File: src/adcrat_pkg.sv
// adcrat_pkg: register map, field positions and codes for the converter
// result and auto-trigger block; shared by the top and its two helpers.
package adcrat_pkg;
    localparam int ADDR_W = 8;
    localparam int RES_W = 10;
    localparam int NFLAG = 8;

    // byte offsets of the register words
    localparam logic [7:0] OFF_RES_LO = 8'h00;
    localparam logic [7:0] OFF_RES_HI = 8'h04;
    localparam logic [7:0] OFF_CTRL_A = 8'h08;
    localparam logic [7:0] OFF_CTRL_B = 8'h0C;
    localparam logic [7:0] OFF_INSEL = 8'h10;
    localparam logic [7:0] OFF_IRQ_ST = 8'h14;
    localparam logic [7:0] OFF_IRQ_MSK = 8'h18;

    // converter_control_a fields
    localparam int CA_EN = 7;
    localparam int CA_START = 6;
    localparam int CA_ATE = 5;
    localparam int CA_FLAG = 4;
    localparam int CA_IE = 3;
    // converter_control_b fields
    localparam int CB_BIN = 7;
    localparam int CB_MISC_LSB = 4;
    localparam int CB_TRIG_LSB = 0;
    // input_select_register fields
    localparam int IS_LEFT = 5;
    localparam int IS_CHAN_LSB = 0;
    // interrupt status / mask bits
    localparam int IRQ_DONE = 0;
    localparam int IRQ_OVR = 1;

    localparam logic [2:0] TRIG_FREE = 3'h0;
    localparam logic [RES_W-1:0] RES_SAT = 10'h3FF;
    localparam logic [1:0] RESP_OKAY = 2'h0;
    localparam logic [1:0] RESP_SLVERR = 2'h2;

    typedef enum logic {ST_IDLE, ST_BUSY} adcrat_conv_type;

    // unipolar results clamp to full scale when the inputs are reversed
    function automatic logic [RES_W-1:0] adcrat_capture(
        input logic [RES_W-1:0] raw, input logic bipolar, input logic pos_above);
        if (!bipolar && !pos_above) begin
            return RES_SAT;
        end
        return raw;
    endfunction
endpackage

File: src/adcrat_top.sv
// adcrat_top: result registers, control registers and auto-trigger logic
// of a 10-bit converter, reached over AXI4-Lite.
// assumes the analog converter and the event flags run on clk.
`timescale 1ns/1ps
`default_nettype none
// How it works
// - completed conversion loads the result pair
// - low read locks result until high read
// - left align bit selects result layout
// - right aligned: high holds 9..8
// - left aligned: high holds 9..2
// - control b bit 7 selects bipolar
// - unipolar reversed inputs saturate to full scale
// - bipolar result is two's complement
// - unipolar result is ten unsigned bits
// - trigger field only acts when enabled
// - rising edge of chosen flag starts conversion
// - source switch clear-to-set acts as edge
// - switching to free running never triggers
// - trigger field selects one of seven flags, zero is free running
// - complete flag set on finish, cleared
// - auto trigger enable arms edge starts
module adcrat_top (
    input wire logic clk,
    input wire logic sys_rst,
    input wire logic [adcrat_pkg::ADDR_W-1:0] s_axi_awaddr,
    input wire logic s_axi_awvalid,
    output logic s_axi_awready,
    input wire logic [31:0] s_axi_wdata,
    input wire logic [3:0] s_axi_wstrb,
    input wire logic s_axi_wvalid,
    output logic s_axi_wready,
    output logic [1:0] s_axi_bresp,
    output logic s_axi_bvalid,
    input wire logic s_axi_bready,
    input wire logic [adcrat_pkg::ADDR_W-1:0] s_axi_araddr,
    input wire logic s_axi_arvalid,
    output logic s_axi_arready,
    output logic [31:0] s_axi_rdata,
    output logic [1:0] s_axi_rresp,
    output logic s_axi_rvalid,
    input wire logic s_axi_rready,
    output logic conv_start,
    input wire logic conv_done,
    input wire logic [adcrat_pkg::RES_W-1:0] conv_data,
    input wire logic conv_pos_above_neg,
    input wire logic [adcrat_pkg::NFLAG-1:1] trig_flags,
    input wire logic int_ack,
    output logic converter_enable,
    output logic bipolar_select,
    output logic [4:0] channel_select_bits,
    output logic irq
);
    import adcrat_pkg::*;

    typedef struct packed {
        adcrat_conv_type state;
        logic awready;
        logic wready;
        logic bvalid;
        logic [1:0] bresp;
        logic aw_got;
        logic [ADDR_W-1:0] aw_addr;
        logic w_got;
        logic [7:0] wdata;
        logic w_lane;
        logic arready;
        logic rvalid;
        logic [31:0] rdata;
        logic [1:0] rresp;
        logic [RES_W-1:0] result;
        logic locked;
        logic en;
        logic ate;
        logic flag;
        logic overrun;
        logic bipolar;
        logic [2:0] cb_misc;
        logic [2:0] trig_src;
        logic left_align;
        logic [4:0] chan;
        logic [1:0] mask;
        logic irq;
        logic conv_start;
    } adcrat_state_type;

    adcrat_state_type s_reg, s_next;

    logic wr_fire, wr_ok, rd_take, rd_low, rd_high;
    logic done_ok, upd, busy_after, free_run, sw_start, en_eff, start_req;
    logic wr_ctrl_a, trig_edge;
    logic [RES_W-1:0] cap_val;
    logic [7:0] hi_byte, lo_byte;
    logic [NFLAG-1:0] all_flags;
    logic [7:0] rd_byte;
    logic rd_map;

    ////////////////////////////////////////////////////////////////////////
    // helpers

    adcrat_align u_align (
        .result(s_reg.result),
        .left_align(s_reg.left_align),
        .hi_byte(hi_byte),
        .lo_byte(lo_byte)
    );

    // flag zero is the complete flag, 1..7 the outside events
    assign all_flags = {trig_flags, s_reg.flag};

    adcrat_trig u_trig (
        .clk(clk),
        .sys_rst(sys_rst),
        .flags(all_flags),
        .src(s_reg.trig_src),
        .ate(s_reg.ate),
        .trig_edge(trig_edge)
    );

    ////////////////////////////////////////////////////////////////////////
    // decode of bus and converter events

    // write fires in the cycle in which both address and data are held
    assign wr_fire = s_reg.aw_got && s_reg.w_got && !s_reg.bvalid;
    assign wr_ok = s_reg.aw_addr inside {OFF_RES_LO, OFF_RES_HI, OFF_CTRL_A,
        OFF_CTRL_B, OFF_INSEL, OFF_IRQ_ST, OFF_IRQ_MSK};
    assign wr_ctrl_a = wr_fire && s_reg.w_lane && s_reg.aw_addr == OFF_CTRL_A;
    assign rd_take = s_axi_arvalid && s_reg.arready;
    assign rd_low = rd_take && s_axi_araddr == OFF_RES_LO;
    assign rd_high = rd_take && s_axi_araddr == OFF_RES_HI;

    assign done_ok = conv_done && s_reg.state == ST_BUSY;
    // a locked pair drops the new result
    assign upd = done_ok && !s_reg.locked;
    assign cap_val = adcrat_capture(conv_data, s_reg.bipolar, conv_pos_above_neg);

    assign busy_after = s_reg.state == ST_BUSY && !conv_done;
    assign free_run = s_reg.ate && s_reg.trig_src == TRIG_FREE;
    assign sw_start = wr_ctrl_a && s_reg.wdata[CA_START];
    // enabling and starting in one write is allowed
    assign en_eff = wr_ctrl_a ? s_reg.wdata[CA_EN] : s_reg.en;
    // edge starts only with converter enabled
    assign start_req = en_eff && !busy_after
        && (sw_start || trig_edge || (free_run && done_ok));

    // read data mux; prescaler bits are not held here and read zero
    always_comb begin
        rd_map = 1'b1;
        case (s_axi_araddr)
            OFF_RES_LO: rd_byte = lo_byte;
            OFF_RES_HI: rd_byte = hi_byte;
            OFF_CTRL_A: rd_byte = {s_reg.en, s_reg.state == ST_BUSY, s_reg.ate,
                s_reg.flag, s_reg.mask[IRQ_DONE], 3'h0};
            OFF_CTRL_B: rd_byte = {s_reg.bipolar, s_reg.cb_misc, 1'b0, s_reg.trig_src};
            OFF_INSEL: rd_byte = {2'h0, s_reg.left_align, s_reg.chan};
            OFF_IRQ_ST: rd_byte = {6'h00, s_reg.overrun, s_reg.flag};
            OFF_IRQ_MSK: rd_byte = {6'h00, s_reg.mask};
            default: begin
                rd_byte = 8'h00;
                rd_map = 1'b0;
            end
        endcase
    end

    ////////////////////////////////////////////////////////////////////////
    // next state

    always_comb begin
        s_next = s_reg;
        s_next.conv_start = 1'b0;

        // write address and data are taken in either order
        if (s_axi_awvalid && s_reg.awready) begin
            s_next.aw_got = 1'b1;
            s_next.aw_addr = s_axi_awaddr;
        end
        if (s_axi_wvalid && s_reg.wready) begin
            s_next.w_got = 1'b1;
            s_next.wdata = s_axi_wdata[7:0];
            s_next.w_lane = s_axi_wstrb[0];
        end
        if (s_reg.bvalid && s_axi_bready) begin
            s_next.bvalid = 1'b0;
        end
        if (wr_fire) begin
            s_next.aw_got = 1'b0;
            s_next.w_got = 1'b0;
            s_next.bvalid = 1'b1;
            s_next.bresp = wr_ok ? RESP_OKAY : RESP_SLVERR;
        end

        // read answer follows the address by one edge
        if (s_reg.rvalid && s_axi_rready) begin
            s_next.rvalid = 1'b0;
        end
        if (rd_take) begin
            s_next.rvalid = 1'b1;
            s_next.rdata = {24'h000000, rd_byte};
            s_next.rresp = rd_map ? RESP_OKAY : RESP_SLVERR;
        end

        // register writes; lane 0 carries every field
        if (wr_fire && s_reg.w_lane) begin
            case (s_reg.aw_addr)
                OFF_CTRL_A: begin
                    s_next.en = s_reg.wdata[CA_EN];
                    s_next.ate = s_reg.wdata[CA_ATE];
                    s_next.mask[IRQ_DONE] = s_reg.wdata[CA_IE];
                    if (s_reg.wdata[CA_FLAG]) begin
                        s_next.flag = 1'b0;
                    end
                end
                OFF_CTRL_B: begin
                    s_next.bipolar = s_reg.wdata[CB_BIN];
                    s_next.cb_misc = s_reg.wdata[CB_MISC_LSB +: 3];
                    // reserved bit is not stored, reads zero
                    s_next.trig_src = s_reg.wdata[CB_TRIG_LSB +: 3];
                end
                OFF_INSEL: begin
                    s_next.left_align = s_reg.wdata[IS_LEFT];
                    s_next.chan = s_reg.wdata[IS_CHAN_LSB +: 5];
                end
                OFF_IRQ_ST: begin
                    if (s_reg.wdata[IRQ_DONE]) begin
                        s_next.flag = 1'b0;
                    end
                    if (s_reg.wdata[IRQ_OVR]) begin
                        s_next.overrun = 1'b0;
                    end
                end
                OFF_IRQ_MSK: begin
                    s_next.mask = s_reg.wdata[1:0];
                end
                default: begin
                    s_next.mask = s_reg.mask;
                end
            endcase
        end

        // vector service clears the complete flag
        if (int_ack) begin
            s_next.flag = 1'b0;
        end

        // low read locks, high read unlocks
        // relies on software reading low first
        if (rd_low) begin
            s_next.locked = 1'b1;
        end else if (rd_high) begin
            s_next.locked = 1'b0;
        end

        // converter sequencing; clearing enable aborts a conversion
        case (s_reg.state)
            ST_IDLE: begin
                s_next.state = ST_IDLE;
            end
            ST_BUSY: begin
                if (conv_done || !en_eff) begin
                    s_next.state = ST_IDLE;
                end
            end
            default: begin
                s_next.state = ST_IDLE;
            end
        endcase
        if (start_req) begin
            s_next.state = ST_BUSY;
            s_next.conv_start = 1'b1;
        end

        // result load on completion; sets win over clears
        if (done_ok) begin
            s_next.flag = 1'b1;
            if (upd) begin
                s_next.result = cap_val;
            end else begin
                s_next.overrun = 1'b1;
            end
        end

        s_next.awready = !s_next.aw_got && !s_next.bvalid;
        s_next.wready = !s_next.w_got && !s_next.bvalid;
        s_next.arready = !s_next.rvalid;
        s_next.irq = |({s_next.overrun, s_next.flag} & s_next.mask);
    end

    always_ff @(posedge clk) begin
        if (sys_rst) begin
            s_reg <= '0;
        end else begin
            s_reg <= s_next;
        end
    end

    ////////////////////////////////////////////////////////////////////////
    // outputs, all from the state register

    assign s_axi_awready = s_reg.awready;
    assign s_axi_wready = s_reg.wready;
    assign s_axi_bvalid = s_reg.bvalid;
    assign s_axi_bresp = s_reg.bresp;
    assign s_axi_arready = s_reg.arready;
    assign s_axi_rvalid = s_reg.rvalid;
    assign s_axi_rdata = s_reg.rdata;
    assign s_axi_rresp = s_reg.rresp;
    assign conv_start = s_reg.conv_start;
    assign converter_enable = s_reg.en;
    assign bipolar_select = s_reg.bipolar;
    assign channel_select_bits = s_reg.chan;
    assign irq = s_reg.irq;
endmodule // adcrat_top
`default_nettype wire

File: src/adcrat_align.sv
// adcrat_align: splits the stored result into the two readable bytes.
// assumes a stable 10-bit result; purely combinational.
`timescale 1ns/1ps
`default_nettype none
module adcrat_align (
    input wire logic [adcrat_pkg::RES_W-1:0] result,
    input wire logic left_align,
    output logic [7:0] hi_byte,
    output logic [7:0] lo_byte
);
    import adcrat_pkg::*;

    always_comb begin
        if (left_align) begin
            // bits 9..2 high, 1..0 on top of low
            hi_byte = result[9:2];
            lo_byte = {result[1:0], 6'h00};
        end else begin
            // bits 9..8 low in high byte
            hi_byte = {6'h00, result[9:8]};
            lo_byte = result[7:0];
        end
    end
endmodule // adcrat_align
`default_nettype wire

File: src/adcrat_trig.sv
// adcrat_trig: rising-edge detector on the selected interrupt flag.
// assumes the flags come from logic on the same clock.
`timescale 1ns/1ps
`default_nettype none
module adcrat_trig (
    input wire logic clk,
    input wire logic sys_rst,
    input wire logic [adcrat_pkg::NFLAG-1:0] flags,
    input wire logic [2:0] src,
    input wire logic ate,
    output logic trig_edge
);
    import adcrat_pkg::*;

    typedef struct packed {
        logic prev_level;
    } adcrat_trig_type;

    adcrat_trig_type s_reg, s_next;
    logic level;

    assign level = flags[src];

    // previous level comes from the old source, so a source switch can edge
    always_comb begin
        s_next = s_reg;
        s_next.prev_level = level;
    end

    always_ff @(posedge clk) begin
        if (sys_rst) begin
            s_reg <= '0;
        end else begin
            s_reg <= s_next;
        end
    end

    // source switch edges, never free run
    assign trig_edge = ate && (src != TRIG_FREE) && level && !s_reg.prev_level;
endmodule // adcrat_trig
`default_nettype wire

File: config.mk
export PLATFORM = sky130hd
export DESIGN_NAME = adcrat_top
export DESIGN_NICKNAME = d
export VERILOG_FILES = /design/src/adcrat_pkg.sv /design/src/adcrat_top.sv /design/src/adcrat_align.sv /design/src/adcrat_trig.sv
export SDC_FILE = /design/constraint.sdc
export NUM_CORES = 1
export LEC_CHECK = 0
export ABC_CLOCK_PERIOD_IN_PS = 2700
export BUFFER_PORTS_ARGS = -buffer_cell sky130_fd_sc_hd__buf_2
export CAP_MARGIN = 15
export CORE_AREA = 2 2 83 85
export CTS_BUF_LIST = sky130_fd_sc_hd__clkbuf_8
export DETAILED_ROUTE_END_ITERATION = 8
export DIE_AREA = 0 0 85 87
export PLACE_DENSITY = 0.86
export SLEW_MARGIN = 15
export SYNTH_ARGS = -nofsm -noshare
export SYNTH_HDL_FRONTEND = slang
export SYNTH_SLANG_ARGS = --single-unit
File: constraint.sdc
create_clock -name clk -period 2.7 [get_ports clk]
set_input_delay 0.27 -clock clk [delete_from_list [all_inputs] [get_ports clk]]
set_output_delay 0.27 -clock clk [all_outputs]
set_load 0.005 [all_outputs]
==> results.tsv <==
stage	metric	value	unit
run_status	outcome	completed	
critical_path	worstSetupEndpoint	s_axi_rdata[6]	
timing	setup_viol	0	
critical_path	cp_cell_sequence	mux2_2, mux4_2, nand4_1, a21oi_1	
route	firstDrtPassIters	4	
pwr	pwr_density_cell	560	mW/mm²
timing	relSlewSlack	47.9	%
layout	num-nets-final	536	
critical_path	crit_arrival	2.04	ns
critical_path	cp.depth	4	
critical_path	crit_start	s_reg[9]	
route	vias	2928	
route	drt-wirelength-per-cell	14.3	µm
floorplan	die_x	85	µm
yosys	synthCells	404	
layout	area_growth	12.5	%
clock_network	clk_latency	0.34	ns
route	drt-total-wl	7.73	mm
critical_path	reg2reg_slack	0.84	ns
place	dp.cells	526	
route	first_iter_violations	108	
clock_network	post_cts_resized	0	
yosys	synth_area_leaders	dfxtp_1 39%, buf_4 8.9%, mux2i_1 6.9%, nand2_1 5.5%, nor2_1 5.4%	
critical_path	rr_worst_depth	4	
critical_path	path_buf_inv	0	
timing	max_clock_freq	538	MHz
yosys	synth_top_area_share	39.4	%
floorplan	ios	129	
timing	tightest_slew	0.782	ns
yosys	yosysWarningCount	0	
clock_network	cts_htree_levels	3	
floorplan	dieArea	0.00740	mm²
critical_path	crit_family	multiplexers	
global_route	grt_pass1_wl	12.5	mm
critical_path	worst_path_max_delay_cell	dfxtp_1	
timing	fin_crit	1.86	ns
layout	num_antenna_cells	0	
clock_network	clk_pin_slew_worst_paths	0.07	ns
yosys	seq_area_frac_synth	39.4	%
timing	hold-worst-slack	0.159	ns
critical_path	cp-start-kind	register	
route	drc_errors	0	
worst_hold_path	hold_path_depth	3	
route	viasPerCell	5.40	
layout	finalNonFillerCells	542	
critical_path	worst_ep_required_time	2.88	ns
floorplan	die_h	87	µm
clock_network	post_cts_buffers	0	
clock_network	clock_sinks	68	
yosys	synth-edff-count	0	
clock_network	cts_made_buffers	9	
global_route	first_global_vias	2701	
route	detail-route-antenna-nets	0	
yosys	ys_ff_latch	68	
critical_path	critPathMaxFanout	16	
critical_path	cp-end-kind	register	
timing	rsz0062_at_grt	no	
clock_network	cts_tree	yes	
worst_hold_path	hold_path.class	in2reg	
layout	layout_common_cells	75 x buf_2, 68 x dfxtp_1, 51 x nand2_1, 50 x nor2_1, 26 x conb_1	
yosys	synth_ff_type	dfxtp_1	
yosys	async_flop_share	0	%
layout	fin_util	59.2	%
floorplan	rows	30	
timing	final.period_utilization	68.8	%
global_route	antenna_found_initial	0	
pwr	leakage	1.73	nW
place	dpl.hpwl	5.68	mm
global_route	grt_max_degree	45	
global_route	grt_use_total	21.0	%
critical_path	path_class	reg2reg	
clock_network	cts_hold_buf	0	
floorplan	coreArea	0.00657	mm²
clock_network	clockBufferDepth	2	
timing	tns	0	ns
global_route	grt_overflow_total	0	
place	portBuffers	75	
critical_path	max_stage_delay	0.65	ns
layout	largest_reg_flops	42	
layout	final_common_cell	buf_2	
yosys	syn_avg_cell_area	8.56	µm²
clock_network	cts_root_buf	clkbuf_8	
pwr	peakVddDrop	0.413	mV
timing	drv_slew	0	
timing	fin_skew	0.00997	ns
yosys	yosysTopAreaCell	dfxtp_1	
critical_path	r2r-end	s_axi_rdata[6]	
job	drv_cap	0	
layout	drive_above_1_share	23.8	%
timing	hold_viol	0	
yosys	syn_area	0.00346	mm²
place	routabilityCongestion	0.874	
critical_path	worstReg2RegStart	s_reg[9]	
floorplan	start_util	52.6	%
yosys	synth_cell_types	54	
-- per-stage QoR --
stage	worst slack [ns]	power (mW)	cell area [µm²]
after floorplan	1.19	1.20	3550
after global placement	0.906	1.23	3650
after detailed placement	0.876	1.24	3650
after CTS	0.856	2.19	3890
after global routing	0.757	2.26	3890
final	0.842	2.18	3890
-- worst min path at each step --
stage | from | end | slack (ns)
6_report | s_axi_awaddr[5] | s_reg[83] | 0.16
5_1_grt | s_axi_wdata[7] | s_reg[76] | 0.14
4_1_cts | s_axi_wstrb[0] | s_reg[68] | 0.14
3_5_place_dp | s_axi_rdata[1] | s_axi_rdata[1] | 0.45
3_3_place_gp | s_axi_rdata[7] | s_axi_rdata[7] | 0.44
2_1_floorplan | s_axi_wdata[7] | s_reg[76] | 0.41
-- worst min-delay path: cells and delay by family --
| kind | cells | cell delay, ns |
|---|---|---|
| buffers and inverters | 1 | 0.09 |
| AND/OR/NAND/NOR | 1 | 0.05 |
| AO/OA/AOI/OAI | 1 | 0.05 |
-- synth_stat cells (2+ instances only) --
cell type and number:
mux2i_1 24, nand2_1 51, nand4_1 4, o211ai_1 2, nand3b_1 4, and3b_1 3, buf_2 4, a21oi_1 24
clkbuf_1 10, nand3_1 3, o21ai_0 6, nand2b_1 4, mux2_2 4, a21o_1 2, a21boi_0 2, nand4_2 2
buf_4 41, a221oi_1 3, or4_4 2, and3_1 2, a32o_1 4, nor4_4 2, nor3_1 16, a31oi_1 6
and2_1 7, and4_1 2, mux4_2 3, a22oi_1 3, nor4_1 4, nor2_1 50, or4b_1 2, dfxtp_1 68
inv_1 7, buf_1 4, nor2b_1 10
-- per-layer routing --
| metal | vias up | track usage, % | part of all wire, % |
|---|---|---|---|
| met5 | - | 0 | 0 |
| met4 | 0 | 6.93 | 1.2 |
| met3 | 10 | 4.93 | 6.8 |
| met2 | 111 | 35.2 | 48 |
| met1 | 1352 | 26.8 | 44 |
| li1 | 1455 | - | - |
-- cell type report --
cell class | count | area [µm²]
Clock buffer | 11 | 151
Clock inverter | 5 | 83.8
Fill cell | 587 | 2680
Inverter | 7 | 26.3
Multi-Input combinational cell | 295 | 1780
Sequential cell | 68 | 1360
Tap cell | 80 | 100
Timing Repair Buffer | 76 | 383
-- logic make-up after synthesis --
| family | count (synthesis) | share of synthesized area [%] |
|---|---|---|
| multiplexers | 31 | 10.2 |
| flip-flops | 68 | 39.4 |
| AO/OA/AOI/OAI | 60 | 11.3 |
| buffers and inverters | 66 | 11.8 |
| AND/OR/NAND/NOR | 178 | 27.3 |
| other | 1 | 0.108 |
-- power by group --
part	internal [mW]	switching [mW]	leakage, nW
Sequential	1.02	0.0247	0.551
Clock	0.572	0.389	0.112
Combinational	0.0705	0.0975	1.07
Total	1.67	0.511	1.73
No activity file was read; power rests on OpenSTA's default activity.
